`src/pic_csr_pkg.sv`:
```
// Purpose: shared constants and carrier types for the interrupt claim and threshold registers
// Assumes: 12-bit register numbers on the core's register port, 32-bit data
// Notes:   priority fields are kept internally in standard order (15 highest)
package pic_csr_pkg;

  localparam int          DATA_W        = 32;
  localparam int          ADDR_W        = 12;
  localparam int          PRI_W         = 4;
  localparam int          ID_W          = 8;
  localparam int          NUM_SRC       = 255;

  // register numbers
  localparam logic [11:0] VECTOR_TABLE_BASE_ADDR       = 12'hbc8;
  localparam logic [11:0] PRIORITY_THRESHOLD_ADDR      = 12'hbc9;
  localparam logic [11:0] CLAIM_CAPTURE_TRIGGER_ADDR   = 12'hbca;
  localparam logic [11:0] CLAIMED_SOURCE_PRIORITY_ADDR = 12'hbcb;
  localparam logic [11:0] NESTING_PRIORITY_LEVEL_ADDR  = 12'hbcc;
  localparam logic [11:0] HANDLER_ADDRESS_POINTER_ADDR = 12'hfc8;

  // field layout
  localparam int          BASE_LSB      = 10;
  localparam int          BASE_W        = 22;
  localparam int          CLAIM_ID_LSB  = 2;
  localparam int          PRI_LSB       = 0;

  // reset values
  localparam logic [21:0] BASE_RESET    = 22'h000000;
  localparam logic [3:0]  PRI_RESET     = 4'h0;
  localparam logic [7:0]  ID_RESET      = 8'h00;
  localparam logic [31:0] DATA_ZERO     = 32'h00000000;

  // one request on the core's register port
  typedef struct packed {
    logic        wr;
    logic        rd;
    logic [11:0] addr;
    logic [31:0] wdata;
  } csr_req_type;

  // the currently winning source
  typedef struct packed {
    logic [7:0] id;
    logic [3:0] pri;
  } winner_type;

endpackage

```
`src/pic_claim_threshold_csrs.sv`:
```
// Purpose: claim, threshold and nesting registers of the external interrupt controller
// Assumes: one register access per cycle; source priorities arrive in standard order
// Notes:   all outputs are registered, read data follows a read by one cycle;
//          the winner is found by a balanced tree of pairwise picks, so the
//          compare depth grows with the log of the source count, not the count;
//          notify follows a source change by two cycles, a register write also by two
//
// Operation
// - notify the core only when winner priority exceeds the global threshold
// - threshold in bits 3:0; standard order 0 masks none, 15 masks all
// - reverse order: 15 masks none, 0 masks all, ranking reversed
// - threshold, claimed and current priority accesses inverted in reverse order
// - vector base writable in bits 31:10, bits 9:0 read zero
// - handler pointer base is not stored; it mirrors the vector base
// - pointer holds captured id in 9:2, 1:0 zero; ties go to lowest id
// - winning pending enabled source and its level are evaluated continuously
// - any trigger write latches winner id and its priority together
// - trigger accepts any value, reads zero, has no storage
// - with fast redirect the trigger address is invalid; hardware captures
// - claimed priority is read/write in bits 3:0, bits 31:4 read zero
// - notify only above both threshold and current nesting level
// - nesting level changes only on software writes
// - pointer at 0xfc8 is read-only; other five registers are read/write
// - threshold at 0xbc9; field and reserved bits reset to zero
// - order bit clear selects standard ranking, set selects reversed ranking
module pic_claim_threshold_csrs #(
  parameter int NUM_SRC       = pic_csr_pkg::NUM_SRC,
  parameter bit FAST_REDIRECT = 1'b0
) (
  input  wire logic                     mclk,
  input  wire logic                     sys_rst,
  input  wire pic_csr_pkg::csr_req_type csr_req,
  input  wire logic                     priority_reverse,
  input  wire logic [NUM_SRC:1]         src_pending,
  input  wire logic [NUM_SRC:1]         src_enable,
  input  wire logic [4*NUM_SRC-1:0]     src_priority,
  input  wire logic                     hw_capture,
  output logic      [31:0]              csr_rdata,
  output logic                          csr_rvalid,
  output logic                          csr_invalid,
  output logic                          ext_irq,
  output logic      [7:0]               winner_id,
  output logic      [3:0]               winner_pri
);

  ////////////////////////////////////////////////////////////////////////////
  // state

  typedef struct packed {
    logic [21:0] vt_base;
    logic [3:0]  thresh;
    logic [3:0]  claimed_pri;
    logic [3:0]  nest_pri;
    logic [7:0]  claim_id;
    logic [7:0]  win_id;
    logic [3:0]  win_pri;
    logic [31:0] rdata;
    logic        rvalid;
    logic        invalid;
    logic        irq;
  } state_type;

  state_type state;
  state_type next_state;

  ////////////////////////////////////////////////////////////////////////////
  // helper functions

  // maps between the software view and the stored standard-order value
  // order bit selects ranking
  function automatic logic [3:0] order_map(input logic [3:0] value, input logic rev);
    order_map = rev ? ~value : value;
  endfunction

  // software view of a priority field: order applied, reserved bits zero
  function automatic logic [31:0] pri_word(input logic [3:0] value, input logic rev);
    pri_word = {28'h0000000, order_map(value, rev)};
  endfunction

  // both thresholds are strict, so an equal level never preempts
  function automatic logic notify(input logic [3:0] pri,
                                  input logic [3:0] thresh,
                                  input logic [3:0] nest);
    notify = (pri > thresh) && (pri > nest);
  endfunction

  // a source that is not pending and enabled, or sits at level 0, is no candidate;
  // it carries id 0 so that an empty subtree reports no winner
  function automatic pic_csr_pkg::winner_type leaf(input logic       live,
                                                   input logic [3:0] pri,
                                                   input logic [7:0] id);
    leaf = '0;
    if (live && (pri != pic_csr_pkg::PRI_RESET)) begin
      leaf.id  = id;
      leaf.pri = pri;
    end
  endfunction

  // only a strictly higher level in the upper half replaces the lower half
  function automatic pic_csr_pkg::winner_type pick(input pic_csr_pkg::winner_type lo,
                                                   input pic_csr_pkg::winner_type hi);
    pick = (hi.pri > lo.pri) ? hi : lo;
  endfunction

  // one strobe per implemented register
  typedef struct packed {
    logic base;
    logic thresh;
    logic trigger;
    logic claimed;
    logic nest;
    logic pointer;
  } hit_type;

  function automatic hit_type decode(input logic [11:0] addr);
    decode         = '0;
    decode.base    = (addr == pic_csr_pkg::VECTOR_TABLE_BASE_ADDR);
    decode.thresh  = (addr == pic_csr_pkg::PRIORITY_THRESHOLD_ADDR);
    decode.trigger = (addr == pic_csr_pkg::CLAIM_CAPTURE_TRIGGER_ADDR) && !FAST_REDIRECT;
    decode.claimed = (addr == pic_csr_pkg::CLAIMED_SOURCE_PRIORITY_ADDR);
    decode.nest    = (addr == pic_csr_pkg::NESTING_PRIORITY_LEVEL_ADDR);
    decode.pointer = (addr == pic_csr_pkg::HANDLER_ADDRESS_POINTER_ADDR);
  endfunction

  // is a register number implemented in this build
  function automatic logic addr_valid(input logic [11:0] addr);
    hit_type hits;
    hits       = decode(addr);
    addr_valid = |hits;
  endfunction

  ////////////////////////////////////////////////////////////////////////////
  // winner tree

  // leaves are padded to a power of two; leaf k stands for source id k
  localparam int LEVELS = $clog2(NUM_SRC + 1);
  localparam int LEAVES = 1 << LEVELS;

  pic_csr_pkg::winner_type node [1:2*LEAVES-1];

  genvar g;
  generate
    for (g = 0; g < LEAVES; g = g + 1) begin : g_leaf
      if (g >= 1 && g <= NUM_SRC) begin : g_src
        assign node[LEAVES+g] = leaf(src_pending[g] && src_enable[g],
                                     src_priority[4*(g-1) +: 4], 8'(g));
      end else begin : g_pad
        // id 0 and padding leaves never win
        assign node[LEAVES+g] = '0;
      end
    end
  endgenerate

  genvar h;
  generate
    for (h = 1; h < LEAVES; h = h + 1) begin : g_pick
      assign node[h] = pick(node[2*h], node[2*h+1]);
    end
  endgenerate

  ////////////////////////////////////////////////////////////////////////////
  // next state

  pic_csr_pkg::winner_type best;
  logic                    req_ok;
  logic                    do_capture;
  logic [31:0]             pointer;

  always_comb begin
    next_state = state;

    // tree root is the lowest id at the highest level
    best = node[1];
    next_state.win_id  = best.id;
    next_state.win_pri = best.pri;

    // and above nesting level
    // uses the registered winner, which keeps the long compare path short
    next_state.irq = notify(state.win_pri, state.thresh, state.nest_pri);

    req_ok = addr_valid(csr_req.addr);

    // base field taken live from the vector base
    // id in 9:2, low two bits zero
    pointer = {state.vt_base, state.claim_id, 2'b00};

    if (FAST_REDIRECT) begin
      do_capture = hw_capture;
    end else begin
      do_capture = csr_req.wr && (csr_req.addr == pic_csr_pkg::CLAIM_CAPTURE_TRIGGER_ADDR);
    end

    // register writes
    if (csr_req.wr && req_ok) begin
      case (csr_req.addr)
        pic_csr_pkg::VECTOR_TABLE_BASE_ADDR: begin
          next_state.vt_base = csr_req.wdata[31:pic_csr_pkg::BASE_LSB];
        end
        pic_csr_pkg::PRIORITY_THRESHOLD_ADDR: begin
          // reverse value kept in standard form
          next_state.thresh = order_map(csr_req.wdata[3:0], priority_reverse);
        end
        pic_csr_pkg::CLAIMED_SOURCE_PRIORITY_ADDR: begin
          // software may rewrite the claimed level
          next_state.claimed_pri = order_map(csr_req.wdata[3:0], priority_reverse);
        end
        pic_csr_pkg::NESTING_PRIORITY_LEVEL_ADDR: begin
          next_state.nest_pri = order_map(csr_req.wdata[3:0], priority_reverse);
        end
        default: begin
          next_state.vt_base = state.vt_base;
        end
      endcase
    end

    // id and level captured together
    // capture wins over a same-cycle software write of the claimed level
    if (do_capture) begin
      next_state.claim_id    = state.win_id;
      next_state.claimed_pri = state.win_pri;
    end

    // register reads, answered one cycle later
    next_state.rvalid  = csr_req.rd && req_ok;
    next_state.invalid = (csr_req.rd || csr_req.wr) && !req_ok;
    next_state.rdata   = pic_csr_pkg::DATA_ZERO;
    if (csr_req.rd && req_ok) begin
      case (csr_req.addr)
        pic_csr_pkg::VECTOR_TABLE_BASE_ADDR: begin
          next_state.rdata = {state.vt_base, 10'h000};
        end
        pic_csr_pkg::PRIORITY_THRESHOLD_ADDR: begin
          next_state.rdata = pri_word(state.thresh, priority_reverse);
        end
        pic_csr_pkg::CLAIMED_SOURCE_PRIORITY_ADDR: begin
          next_state.rdata = pri_word(state.claimed_pri, priority_reverse);
        end
        pic_csr_pkg::NESTING_PRIORITY_LEVEL_ADDR: begin
          next_state.rdata = pri_word(state.nest_pri, priority_reverse);
        end
        pic_csr_pkg::HANDLER_ADDRESS_POINTER_ADDR: begin
          next_state.rdata = pointer;
        end
        default: begin
          next_state.rdata = pic_csr_pkg::DATA_ZERO;
        end
      endcase
    end
  end

  ////////////////////////////////////////////////////////////////////////////
  // registers

  always_ff @(posedge mclk) begin
    if (sys_rst) begin
      state.vt_base     <= pic_csr_pkg::BASE_RESET;
      state.thresh      <= pic_csr_pkg::PRI_RESET;
      state.claimed_pri <= pic_csr_pkg::PRI_RESET;
      state.nest_pri    <= pic_csr_pkg::PRI_RESET;
      state.claim_id    <= pic_csr_pkg::ID_RESET;
      state.win_id      <= pic_csr_pkg::ID_RESET;
      state.win_pri     <= pic_csr_pkg::PRI_RESET;
      state.rdata       <= pic_csr_pkg::DATA_ZERO;
      state.rvalid      <= 1'b0;
      state.invalid     <= 1'b0;
      state.irq         <= 1'b0;
    end else begin
      state <= next_state;
    end
  end

  ////////////////////////////////////////////////////////////////////////////
  // outputs, each straight from a flip-flop

  assign csr_rdata   = state.rdata;
  assign csr_rvalid  = state.rvalid;
  assign csr_invalid = state.invalid;
  assign ext_irq     = state.irq;
  assign winner_id   = state.win_id;
  assign winner_pri  = state.win_pri;

endmodule

```
`config.mk`:
```
export PLATFORM = sky130hd
export DESIGN_NAME = pic_claim_threshold_csrs
export DESIGN_NICKNAME = d
export VERILOG_FILES = /design/src/pic_csr_pkg.sv /design/src/pic_claim_threshold_csrs.sv
export SDC_FILE = /design/constraint.sdc
export NUM_CORES = 2
export LEC_CHECK = 0
export ABC_CLOCK_PERIOD_IN_PS = 34100
export BUFFER_PORTS_ARGS = -buffer_cell sky130_fd_sc_hd__buf_2
export CORE_AREA = 5 5 632 634
export DETAILED_ROUTE_END_ITERATION = 8
export DIE_AREA = 0 0 637 639
export GPL_TIMING_DRIVEN = 1
export PLACE_DENSITY = 0.3
export SYNTH_ARGS = -nofsm -noshare
export SYNTH_HDL_FRONTEND = slang
export SYNTH_SLANG_ARGS = --single-unit
```
`constraint.sdc`:
```
create_clock -name mclk -period 34.1 [get_ports mclk]
set_clock_uncertainty 0.1 [all_clocks]
set_input_delay 6.82 -clock mclk [delete_from_list [all_inputs] [get_ports mclk]]
set_output_delay 6.82 -clock mclk [all_outputs]
set_load 0.01 [all_outputs]
```
==> parameters.txt <==
Parameter                              Value

Run status
  Status ... completed

Finish
  Flip-flop and latch area ... 1780 um^2
  Leading cell type in the layout, fill and taps excluded ... buf_2
  Number of nets in the final layout ... 11,604
  Layout Area Growth over Synthesis ... 27.9%
  Ratio of cells with drive above 1 in the final layout ... 0.212
  FILL cells ... 45,132
  Leading cell types in the layout, fill and taps excluded ... buf_2, nand3_1, ha_1
  Total area of multi-input combinational cells ... 48,000 um^2

STA
  Achievable frequency ... 42.9 MHz
  Max-slew headroom at the worst pin ... 0.170
  Max-slew violation total from the final report ... 0
  Hold Vio Cnt, Final ... 0
  Count of endpoints failing setup in the final report ... 0
  Clock period minus final worst setup slack ... 23,300 ps
  Final period utilization ... 0.683
  Setup repair after global routing missed its margin ... false
  Setup TNS ... 0 ps
  Worst-Margin Slew ... 1240 ps

Detailed routing
  Pre-antenna DRT Iters ... 5
  Initial detailed-routing violation count ... 4,107
  DRC violation count after routing ... 0
  Final routed wirelength across all metal layers ... 349,000 um
  Post-detailed-route wirelength per cell ... 24.0 um
  Vias per Instance ... 4.58
  Vias after detailed routing ... 66,497
  Residual antenna-violating net count after detailed routing ... 0

Yosys
  Dominant combinational cell family by area after synthesis ... simple AND/OR/NAND/NOR gates
  Simple-gate share of the synthesized area ... 0.309
  Adder-cell share of the synthesized area ... 0.216
  Async SR Flop Fraction ... 0
  Number of enable-type register cells in the synthesized netlist ... 0
  Total number of yosys warnings ... 0
  Per-instance average area after synthesis ... 6.95 um^2
  Synthesized Nets ... 10,111
  Primary FF master, synth ... dfxtp_1
  Library cells used by synthesis ... 109
  Synthesized netlist cell count ... 7,640
  Synth Register Bits ... 89
  Area leader, netlist ... ha_1
  Area of the mapped netlist ... 53,100 um^2
  Fraction of synthesized cell area in xor and xnor cells ... 0.0112
  Dominant cells by area after synthesis ... ha_1, mux2i_1, nand3_1
  Share of cell area taken by muxes after synthesis ... 0.129
  Share of the yosys chip area belonging to registers ... 0.0335
  Top-area cell type share of the netlist area ... 0.210
  Area fraction in compound gates after synthesis ... 0.237

CTS
  H-tree depth ... 3
  Inserted Clock Buffers ... 9
  CTS tree ... yes
  CTS Hold Buffers Added ... 0
  CTS root buffer ... clkbuf_16
  Post-CTS Setup Inserts ... 0
  CTS Sinks ... 89
  Clock latency of the later-clocked register in the worst-skew pair ... 430 ps
  Clock slew at the register clock pins of the worst setup and hold paths ... 90 ps
  Post-CTS sizing ... 0
  Number of buffers between clock root and the deepest sink ... 2

Floorplan
  Starting density of the core ... 0.135
  Row cnt ... 231
  IO Count ... 1,627
  Die height ... 639 um
  Die ar. ... 407,000 um^2
  Horizontal extent of the die ... 637 um
  Floorplan Core Area ... 394,000 um^2

Worst setup path
  Master of the slowest instance on the critical path ... mux2i_1
  Critical path data required time ... 34,310 ps
  Path type of the worst setup path ... in2reg
  Arrival time of data at the critical path endpoint ... 23,500 ps
  Worst stage delay on the critical path ... 910 ps
  Startpoint class of the critical path ... input port
  Max FO, Critical Path ... 12
  Most used cell, CP ... a21oi_1
  Kind of capture point of the worst setup path ... flop

Global routing
  Initial antenna violation count ... 344
  Largest net degree at the start of global routing ... 31
  Wire length of the first global-routing pass ... 478,000 um
  GRT Overall Usage ... 0.161
  Vias in the first global route ... 63,941
  Total gr overflow ... 0

Run
  Max-cap violations ... 0

Place
  Post-DP HPWL ... 325,000 um
  Quantity of I/O buffers inserted on ports ... 1,619
  Placer Congestion ... 0.930

Min path
  Classification of the worst-slack hold path ... reg2reg
-- path summary, 6_finish.rpt --
kind | from | end | slack, ps | cells after the start
worst min-delay path | pointer[29] | csr_rdata[29] | 350 | 1
worst max register to register | winner_pri[0] | ext_irq | 32380 | 5
worst max-delay path | src_enable[249] | winner_pri[3] | 10810 | 54
worst min register to register | pointer[29] | csr_rdata[29] | 350 | 1
-- synthesized netlist by cell type, drive strengths merged, types with 25 or more instances --
cell type and count:
nand3 900, ha 891, inv 693, nand2 559, mux2i 547, o21ai 490
a21oi 408, nor2 388, and3 230, o21a 217, nor2b 195, nor3 157
nor4 153, nand4 151, or4 128, mux2 118, a21o 114, clkbuf 113
nand2b 106, dfxtp 89, a41o 78, a41oi 66, a31oi 61, a211oi 60
buf 58, xnor2 56, and2 51, o211ai 50, or2 45, o22ai 38
or3 38, maj3 34, a31o 29, o22a 25
-- state kept, by name (all words and copies together) (netlist names) --
signal       cells
csr_rdata       32
pointer         30
state           12
winner_id        8
winner_pri       4
csr_invalid      1
csr_rvalid       1
ext_irq          1
-- worst max-delay path: cells and delay by family --
kind / cells / cell delay (ps)
adder cells (fa/ha/maj): 8 / 2800
AND/OR/NAND/NOR: 10 / 2000
AO/OA/AOI/OAI: 29 / 9750
buffers and inverters: 3 / 300
multiplexers: 4 / 1800
-- stage by stage --
stage               hold slack, ps  cell area (um^2)  cells  utilization  setup slack [ps]
floorplan                      330             53100   7640            -             14660
global placement               334             67300  14364        0.171             10310
detailed placement             339             67300  14364        0.171             10390
CTS                            345             67600  14380        0.172             10860
global route                   374             67800  14462        0.172              9690
finish                         351             68000  14524        0.173             10810
-- layer usage --
layer / up-vias / GRT usage / part of all wire
met5: - / 0 / 0.0018
met4: 98 / 0.0412 / 0.036
met3: 682 / 0.0226 / 0.045
met2: 2077 / 0.297 / 0.50
met1: 31539 / 0.195 / 0.42
li1: 32101 / - / -
-- logic make-up after synthesis --
logic type / count (synthesis)
mux: 665
flops: 89
simple gates: 3159
xor+xnor: 68
fa+ha+maj: 925
buf+inv: 864
compound gates: 1870
-- layout make-up --
cell class / instances / share of cell area
timing repair buffer: 1653 / 0.123
clock inverter: 6 / 0.00155
antenna: 144 / 0.00530
inverter: 693 / 0.0383
sequential: 89 / 0.0262
tap: 5242 / 0.0965
clock buffer: 10 / 0.00352
multi-input combinational: 6687 / 0.706
Power is left out: the tool's default activity adds up to more than one toggle a clock period on the data nets, which glitch-free logic cannot reach.
